### src/hdl/bcfg_pkg.sv
// Constants, field layout and state codes of the boot-configuration access block
`default_nettype none
package bcfg_pkg;
  // Command codes
  localparam logic [7:0] BOOT_CFG_READ_CMD   = 8'h14;
  localparam logic [7:0] BOOT_CFG_WRITE_CMD  = 8'h15;
  localparam logic [7:0] WRITE_LATCH_ARM_CMD = 8'h06;
  localparam logic [7:0] STATUS_READ_CMD     = 8'h05;
  // Word and phase sizes
  localparam logic [5:0] CMD_BITS  = 6'h08;
  localparam logic [5:0] WORD_BITS = 6'h20;
  localparam logic [5:0] OVER_BITS = 6'h21;    // Saturation mark past a word
  localparam logic [5:0] STEP_QUAD = 6'h04;
  localparam logic [5:0] STEP_ONE  = 6'h01;
  // Field positions inside the boot-configuration word
  localparam int ENABLE_BIT = 0;
  localparam int DELAY_LSB  = 1;
  localparam int DELAY_MSB  = 4;
  localparam int ADDR_LSB   = 5;
  localparam int ADDR_MSB   = 31;
  // Value the storage holds after a power-on load
  localparam logic [31:0] BOOT_CFG_ERASED = 32'h0000_0000;
  // Internal write cycle time
  localparam int WRITE_CYCLE_NS = 5000;
  localparam int CLK_PERIOD_NS  = 10;
  localparam logic [9:0] WRITE_CYCLES =
    10'((WRITE_CYCLE_NS + CLK_PERIOD_NS - 1) / CLK_PERIOD_NS);
  // Command decoder states, one-hot
  typedef enum logic [4:0] {
    ST_CMD = 5'b0_0001,
    ST_RD  = 5'b0_0010,
    ST_SR  = 5'b0_0100,
    ST_WR  = 5'b0_1000,
    ST_IGN = 5'b1_0000
  } bcfg_state_t;
endpackage
`default_nettype wire

### src/hdl/bcfg_access.sv
// Serial command logic for reading and writing the boot-configuration register
// Contract
// - Command 14h makes the device shift out the whole 32-bit register.
// - The register goes out lowest byte first, each byte MSB first.
// - With select held low the 32-bit word repeats without end.
// - Command 15h is only accepted after write-enable set the latch flag.
// - Select rising anywhere but right after bit 32 discards the write.
// - The internal write cycle starts when select rises on a good frame.
// - The busy flag is 1 for the whole write cycle, 0 when it ends.
// - The latch flag clears when the write cycle completes.
// - The register is kept across resets as nonvolatile storage.
// - The register holds a start address, a 4-bit delay and an enable.
`timescale 1ns/10ps
`default_nettype none
module bcfg_access (
  input  wire logic        REF_CLK,
  input  wire logic        RST,
  input  wire logic        CE,
  input  wire logic        POR,
  input  wire logic        SCK,
  input  wire logic        CS_N,
  input  wire logic [3:0]  IO_IN,
  output logic      [3:0]  IO_OUT,
  output logic      [3:0]  IO_OE,
  input  wire logic        QUAD_COMMAND_MODE,
  output logic      [26:0] BOOT_START_ADDRESS,
  output logic      [3:0]  BOOT_START_DELAY,
  output logic             BOOT_FEATURE_ENABLE,
  output logic             WRITE_IN_PROGRESS_FLAG,
  output logic             WRITE_LATCH_FLAG
);

  // Byte order swap: the wire carries byte 0 first, MSB first
  function automatic logic [31:0] byte_swap(input logic [31:0] w);
    byte_swap = {w[7:0], w[15:8], w[23:16], w[31:24]};
  endfunction

  logic [2:0]  sck_s;
  logic [2:0]  cs_s;
  logic [3:0]  io_s1;
  logic [3:0]  io_s2;
  logic        sck_rise;
  logic        sck_fall;
  logic        cs_rise;
  logic        cs_low;
  logic [5:0]  step;
  logic [5:0]  cnt_r;
  logic [5:0]  cnt_nxt;
  logic [7:0]  cmd_nxt;
  logic [6:0]  cmd_r;
  logic [31:0] wdat_r;
  logic [31:0] tx_r;
  logic [5:0]  tx_cnt_r;
  logic [31:0] cfg_r;
  logic [31:0] new_r;
  logic        wip_r;
  logic        wel_r;
  logic [9:0]  timer_r;
  logic        good_frame;
  bcfg_pkg::bcfg_state_t st_r;

  // Pins come from another clock domain; stage one feeds stage two only
  always_ff @(posedge REF_CLK) begin
    if (RST) begin
      sck_s <= 3'h0;
      cs_s  <= 3'h7;
      io_s1 <= 4'h0;
      io_s2 <= 4'h0;
    end else if (CE) begin
      sck_s <= {sck_s[1:0], SCK};
      cs_s  <= {cs_s[1:0], CS_N};
      io_s1 <= IO_IN;
      io_s2 <= io_s1;
    end
  end

  // Edge detection runs on the second and third stages only
  assign sck_rise = sck_s[1] & ~sck_s[2];
  assign sck_fall = ~sck_s[1] & sck_s[2];
  assign cs_rise  = cs_s[1] & ~cs_s[2];
  assign cs_low   = ~cs_s[1];
  assign step     = QUAD_COMMAND_MODE ? bcfg_pkg::STEP_QUAD
                                      : bcfg_pkg::STEP_ONE;
  assign cnt_nxt  = cnt_r + step;
  assign cmd_nxt  = QUAD_COMMAND_MODE ? {cmd_r[3:0], io_s2}
                                      : {cmd_r[6:0], io_s2[0]};
  assign good_frame = (st_r == bcfg_pkg::ST_WR) &&
                      (cnt_r == bcfg_pkg::WORD_BITS);

  // Command decode and write data capture on the host's rising edges
  always_ff @(posedge REF_CLK) begin
    if (RST) begin
      st_r   <= bcfg_pkg::ST_CMD;
      cnt_r  <= 6'h00;
      cmd_r  <= 7'h00;
      wdat_r <= 32'h0000_0000;
    end else if (CE) begin
      if (!cs_low) begin
        st_r  <= bcfg_pkg::ST_CMD;
        cnt_r <= 6'h00;
      end else if (sck_rise) begin
        case (st_r)
          bcfg_pkg::ST_CMD: begin
            cmd_r <= cmd_nxt[6:0];
            if (cnt_nxt == bcfg_pkg::CMD_BITS) begin
              cnt_r <= 6'h00;
              case (cmd_nxt)
                bcfg_pkg::BOOT_CFG_READ_CMD: st_r <= bcfg_pkg::ST_RD;
                bcfg_pkg::STATUS_READ_CMD:   st_r <= bcfg_pkg::ST_SR;
                bcfg_pkg::BOOT_CFG_WRITE_CMD: begin
                  // Refused without an armed latch or while busy
                  st_r <= (wel_r && !wip_r) ? bcfg_pkg::ST_WR
                                            : bcfg_pkg::ST_IGN;
                end
                default: st_r <= bcfg_pkg::ST_IGN;
              endcase
            end else begin
              cnt_r <= cnt_nxt;
            end
          end
          bcfg_pkg::ST_WR: begin
            // MSB-first shift gives byte 0 on top; swapped at commit
            wdat_r <= QUAD_COMMAND_MODE ? {wdat_r[27:0], io_s2}
                                        : {wdat_r[30:0], io_s2[0]};
            // Count saturates past 32 so over-long frames stay bad
            cnt_r <= (cnt_nxt > bcfg_pkg::WORD_BITS) ? bcfg_pkg::OVER_BITS
                                                     : cnt_nxt;
          end
          default: cnt_r <= cnt_r;
        endcase
      end
    end
  end

  // Read data launched on falling edges, reloaded every 32 bits
  always_ff @(posedge REF_CLK) begin
    if (RST) begin
      tx_r     <= 32'h0000_0000;
      tx_cnt_r <= 6'h00;
    end else if (CE) begin
      if (!cs_low) begin
        tx_cnt_r <= 6'h00;
      end else if (sck_fall && (st_r == bcfg_pkg::ST_RD ||
                                st_r == bcfg_pkg::ST_SR)) begin
        if (tx_cnt_r == 6'h00 || tx_cnt_r == bcfg_pkg::WORD_BITS) begin
          tx_r <= (st_r == bcfg_pkg::ST_RD) ? byte_swap(cfg_r)
                  : {4{6'h00, wel_r, wip_r}};
          tx_cnt_r <= step;
        end else begin
          tx_r     <= QUAD_COMMAND_MODE ? {tx_r[27:0], 4'h0}
                                        : {tx_r[30:0], 1'b0};
          tx_cnt_r <= tx_cnt_r + step;
        end
      end
    end
  end

  // Output drive: one line in single mode, all four in quad mode
  always_comb begin
    IO_OUT = QUAD_COMMAND_MODE ? tx_r[31:28] : {2'b00, tx_r[31], 1'b0};
    IO_OE  = 4'h0;
    if (cs_low && tx_cnt_r != 6'h00) begin
      IO_OE = QUAD_COMMAND_MODE ? 4'hF : 4'h2;
    end
  end

  // Latch flag, busy flag and write timer
  always_ff @(posedge REF_CLK) begin
    if (RST) begin
      wel_r   <= 1'b0;
      wip_r   <= 1'b0;
      timer_r <= 10'h000;
      new_r   <= 32'h0000_0000;
    end else if (CE) begin
      if (wip_r) begin
        if (timer_r == 10'h001) begin
          wip_r <= 1'b0;
          wel_r <= 1'b0;
        end
        timer_r <= timer_r - 10'h001;
      end else if (cs_rise && good_frame) begin
        wip_r   <= 1'b1;
        timer_r <= bcfg_pkg::WRITE_CYCLES;
        new_r   <= byte_swap(wdat_r);
      end else if (sck_rise && cs_low && st_r == bcfg_pkg::ST_CMD &&
                   cnt_nxt == bcfg_pkg::CMD_BITS &&
                   cmd_nxt == bcfg_pkg::WRITE_LATCH_ARM_CMD) begin
        wel_r <= 1'b1;
      end
    end
  end

  // Storage ignores RST so the content survives resets; POR loads it
  always_ff @(posedge REF_CLK) begin
    if (POR) begin
      cfg_r <= bcfg_pkg::BOOT_CFG_ERASED;
    end else if (CE && !RST && wip_r && timer_r == 10'h001) begin
      cfg_r <= new_r;
    end
  end

  // Field view of the stored word
  always_ff @(posedge REF_CLK) begin
    if (POR) begin
      BOOT_START_ADDRESS  <= 27'h000_0000;
      BOOT_START_DELAY    <= 4'h0;
      BOOT_FEATURE_ENABLE <= 1'b0;
    end else if (CE) begin
      BOOT_START_ADDRESS  <= cfg_r[bcfg_pkg::ADDR_MSB:bcfg_pkg::ADDR_LSB];
      BOOT_START_DELAY    <= cfg_r[bcfg_pkg::DELAY_MSB:bcfg_pkg::DELAY_LSB];
      BOOT_FEATURE_ENABLE <= cfg_r[bcfg_pkg::ENABLE_BIT];
    end
  end

  assign WRITE_IN_PROGRESS_FLAG = wip_r;
  assign WRITE_LATCH_FLAG       = wel_r;

  // Checks; the read and write-start checks gate on CE, the rest hold with CE low too
  a_rd_first_byte: assert property (
    @(posedge REF_CLK) disable iff (RST)
    (CE && cs_low && sck_fall && st_r == bcfg_pkg::ST_RD &&
     tx_cnt_r == 6'h00)
    |=> tx_r[31:24] == cfg_r[7:0])
    else $error("read word does not start with low byte");
  a_rd_word_repeat: assert property (
    @(posedge REF_CLK) disable iff (RST)
    (CE && cs_low && sck_fall && st_r == bcfg_pkg::ST_RD &&
     tx_cnt_r == bcfg_pkg::WORD_BITS)
    |=> tx_r == byte_swap(cfg_r) && tx_cnt_r == step)
    else $error("read word not reloaded after 32 bits");
  a_wr_needs_latch: assert property (
    @(posedge REF_CLK) disable iff (RST)
    $changed(st_r) && st_r == bcfg_pkg::ST_WR
    |-> $past(wel_r) && !$past(wip_r))
    else $error("write accepted without latch flag");
  a_wr_cycle_start: assert property (
    @(posedge REF_CLK) disable iff (RST)
    (CE && cs_rise && good_frame && !wip_r)
    |=> wip_r && timer_r == bcfg_pkg::WRITE_CYCLES)
    else $error("write cycle did not start on select rise");
  a_wr_bad_frame: assert property (
    @(posedge REF_CLK) disable iff (RST)
    (cs_rise && !good_frame && !wip_r) |=> !wip_r)
    else $error("badly framed write was executed");
  a_busy_hold: assert property (
    @(posedge REF_CLK) disable iff (RST)
    $rose(wip_r) |-> wip_r[*8])
    else $error("busy flag dropped early");
  a_latch_clear: assert property (
    @(posedge REF_CLK) disable iff (RST)
    $fell(wip_r) |-> !wel_r && cfg_r == $past(new_r))
    else $error("latch not cleared or word not stored at cycle end");
  a_nv_keep: assert property (
    @(posedge REF_CLK) disable iff (POR)
    RST |=> $stable(cfg_r))
    else $error("stored word changed under reset");
  a_quad_drive: assert property (
    @(posedge REF_CLK) disable iff (RST)
    (QUAD_COMMAND_MODE && cs_low && tx_cnt_r != 6'h00) |-> IO_OE == 4'hF)
    else $error("quad read not driving all lines");
  a_drive_in_read: assert property (
    @(posedge REF_CLK) disable iff (RST)
    (IO_OE != 4'h0) |-> cs_low && (st_r == bcfg_pkg::ST_RD ||
                                    st_r == bcfg_pkg::ST_SR))
    else $error("data lines driven outside a read");

endmodule // bcfg_access
`default_nettype wire

### config.mk
export PLATFORM = sky130hd
export DESIGN_NAME = bcfg_access
export DESIGN_NICKNAME = d
export VERILOG_FILES = /design/src/hdl/bcfg_pkg.sv /design/src/hdl/bcfg_access.sv
export SDC_FILE = /design/constraint.sdc
export NUM_CORES = 1
export LEC_CHECK = 0
export ABC_AREA = 1
export BUFFER_PORTS_ARGS = -buffer_cell sky130_fd_sc_hd__buf_2
export CORE_MARGIN = 2
export CORE_UTILIZATION = 40
export DETAILED_ROUTE_END_ITERATION = 16
export GPL_TIMING_DRIVEN = 0
export HOLD_SLACK_MARGIN = 0.08
export SLEW_MARGIN = 20
export SYNTH_ARGS = -nofsm -noshare
export SYNTH_HDL_FRONTEND = slang
export SYNTH_SLANG_ARGS = --single-unit
### constraint.sdc
create_clock -name REF_CLK -period 3.3 [get_ports REF_CLK]
set_clock_uncertainty 0.2 [all_clocks]
set_input_delay 0.66 -clock REF_CLK [delete_from_list [all_inputs] [get_ports REF_CLK]]
set_output_delay 0.66 -clock REF_CLK [all_outputs]
set_load 0.005 [all_outputs]
==> reports/metrics.yaml <==
critical_path:
  end_kind: "primary output"
  cp_num_buf_inv: 6
  path_depth: 7
  cp.required_ps: 2440
  cpLargestDelayFamily: "buffers and inverters"
  critPathKind: "primary input to primary output"
  crit_path_cell_trace: "buf_2 -> buf_4 -> buf_4 -> clkbuf_1 -> nand2_1 -> inv_1 -> buf_2"
  worstPathArrival_ps: 2300
  cp-start-kind: "primary input"
  crit_slowest_cell: "clkbuf_1"
  crit_fanout: 10
  reg2reg_depth: 6
  slowest_delay_ps: 530
power:
  swShare_pct: 21.9
  clockPowerShare_pct: 52.6
  internal_power_mw: 4.59
  power_frac_comb_pct: 3.8
  power_mw: 5.87
  p_seq_share_pct: 43.7
  powerDensity_mw_per_mm2: 531
  power.switching_mw: 1.29
  ir_drop_mv: 0.380
  p_leak_nw: 4.29
timing:
  tns_ps: 0
  finalMaxSlewViolations: 0
  fin_crit_ps: 3160
  maxSlewHeadroom_pct: 46.6
  setup_violations: 0
  fmaxAchievable_mhz: 317
  tightest_slew_ps: 801
  hold_viol_final: 0
  fin_crit_sh_pct: 95.7
  whs_ps: 151
  rsz0062_at_grt: "no"
yosys:
  yosysWarnings: 0
  syn_inst: 1275
  yosysUniqueCellTypes: 46
  ys_ff_latch: 210
  syn_area_mm2: 0.00948
  syn_nets: 1294
  ys_seq_area_share_pct: 44.3
  synth.avg_cell_area_um2: 7.44
floorplan:
  fp.dieH_um: 158
  num_io_pins: 53
  dieArea_mm2: 0.0249
  chipWidth_um: 158
  coreArea_mm2: 0.0234
  rows: 56
  initial_utilization_pct: 40.5
layout:
  final_area_mm2: 0.0111
  area_delta_synth_final_pct: 16.7
  antennaDiodeCount: 0
  finalNetCount: 1371
  fillers: 2434
  ff_latch_area_mm2: 0.00420
  multi_input_area_mm2: 0.00445
  drive_gt1_share_pct: 13.1
routing:
  dr.pass1.iters: 5
  postRouteAntennaNets: 0
  via_per_inst: 5.19
  wire_per_inst_um: 16.4
  drc: 0
  routed_wl_mm: 27.7
  vias: 8767
  drt_iter0_markers: 640
hold_path:
  min_path_cells: 3
  min_path_type: "primary input to flip-flop"
clocking:
  clk-insertion-delay-late_ps: 530
  tritoncts: "yes"
  cts_resized: 0
  postCtsSetupBuffers: 0
  path_clk_slew_ps: 60
  cts_buffers: 25
  hold_buffers: 0
  clk_path_buf_depth: 3
  htreeDepth: 1
  cts.sinks: 210
  cts_root_buf: "clkbuf_16"
grt:
  grt_start_max_net_pins: 14
  antenna_found_initial: 0
  overflow: 0
  grt_pass1_wl_mm: 43.9
  grt_usage_pct: 22.3
  first_global_vias: 8175
run:
  maxCapViolations: 0
place:
  placed_cell_area_mm2: 0.0101
  port_buffers: 50
  hpwl_mm: 20.1
  gp_congestion: 0.901
status:
  status: "complete, no violations"
synth_stat cells, drive strengths merged:
cell type	instances	area share [%]
a21oi	146	7.7
dfxtp	210	44
a21o	1	0.079
a211oi	8	0.63
or2	5	0.33
inv	86	3.5
clkbuf	39	1.6
o21ai	150	8.0
o211ai	2	0.16
xnor2	2	0.18
nand2	281	11
xor2	5	0.46
nor2	114	5.0
nor3b	1	0.13
buf	48	3.6
nand4	41	3.1
a21boi	1	0.079
nand3	68	4.0
nand3b	2	0.16
clkinv	2	0.092
nor3	3	0.38
mux2i	20	2.1
and3	1	0.066
o22ai	1	0.066
ha	8	1.1
a31oi	30	2.0
layout by cell type (no fill, tap or decap), types with 3 or more instances in the layout:
cell type    n
a211oi_1     8
a21oi_1    146
a31oi_1     30
buf_1        7
buf_2       67
buf_4       11
buf_6       13
bufinv_16    6
clkbuf_1    40
clkbuf_16   25
clkbuf_8     5
clkinv_2     5
dfxtp_1    210
ha_1         8
inv_1       77
inv_2        7
mux2i_1     20
nand2_1    279
nand3_1     64
nand4_1     38
nor2_1     101
nor2_2      10
nor2_4       3
o21ai_0     87
o21ai_1     60
o21ai_2      3
or2_2        4
xor2_1       5
kinds of logic (layout without fill, tap and decap cells):
logic type	Yosys count	count (layout)	share of synthesized area, %
and+or+nand+nor	516	516	24.4
AOI/OAI and AO/OA	339	339	18.7
DFF	210	210	44.3
buffers and inverters	175	271	8.74
muxes	20	20	2.11
adders and majority gates	8	8	1.06
xor gates and xnor gates	7	7	0.647
path summary, 6_finish.rpt:
kind	start	to	slack, ps
worst min-delay path	CS_N	cs_s[0]	150
worst max-delay path	QUAD_COMMAND_MODE	IO_OUT[3]	140
worst max register to register	WRITE_IN_PROGRESS_FLAG	cfg_r[26]	1040
worst min register to register	new_r[27]	new_r[27]	250
state kept, by name, indices dropped and copies added, names as in the netlist:
| register | cells |
|---|---|
| WRITE_IN_PROGRESS_FLAG | 1 |
| io_s2 | 4 |
| cfg_r | 32 |
| io_s1 | 4 |
| sck_s | 3 |
| cs_s | 3 |
| BOOT_START_DELAY | 4 |
| tx_cnt_r | 6 |
| cmd_r | 7 |
| cnt_r | 6 |
| timer_r | 10 |
| tx_r | 32 |
| wdat_r | 32 |
| WRITE_LATCH_FLAG | 1 |
| BOOT_FEATURE_ENABLE | 1 |
| BOOT_START_ADDRESS | 27 |
| new_r | 32 |
| st_r | 5 |
per-layer routing:
layer	wire [µm]	share of wire (%)	vias to the layer above	global-route usage, %
li1	-	-	4432	-
met1	12900	47	4054	30.8
met2	12800	46	223	36.5
met3	1330	4.8	58	2.93
met4	701	2.5	0	6.61
met5	0	0	-	0
worst reg2reg max path: cells and delay by family, from the launching register on:
| family | cells | cell delay [ps] |
|---|---|---|
| AND/OR/NAND/NOR | 3 | 870 |
| flip-flops | 1 | 570 |
| buffers and inverters | 2 | 430 |
| AO/OA/AOI/OAI | 1 | 60 |
stage by stage:
step                std cells  worst slack, ps  util (%)
floorplan                1275              634         -
global placement         1644             -338      43.3
detailed placement       1644             -302      43.3
CTS                      1690              144      47.3
global route             1690             10.5      47.3
finish                   1690              142      47.3
cell type report:
type	count	area share (%)
inverter	88	3.04
timing repair buffer	50	2.26
clock inverter	13	2.07
multi-input combinational	890	40.2
sequential	210	38.0
buffer	87	4.44
clock buffer	33	6.38
tap	319	3.61
power groups by stage:
stage | registers, mW | clock network, mW | logic [mW]
5_1_grt | 2.56 | 3.23 | 0.244
6_report | 2.56 | 3.09 | 0.222
3_3_place_gp | 2.62 | 0 | 0.222
4_1_cts | 2.56 | 3.13 | 0.223
2_1_floorplan | 2.62 | 0 | 0.146
3_5_place_dp | 2.62 | 0 | 0.222
Power figures use the tool's default switching activity.
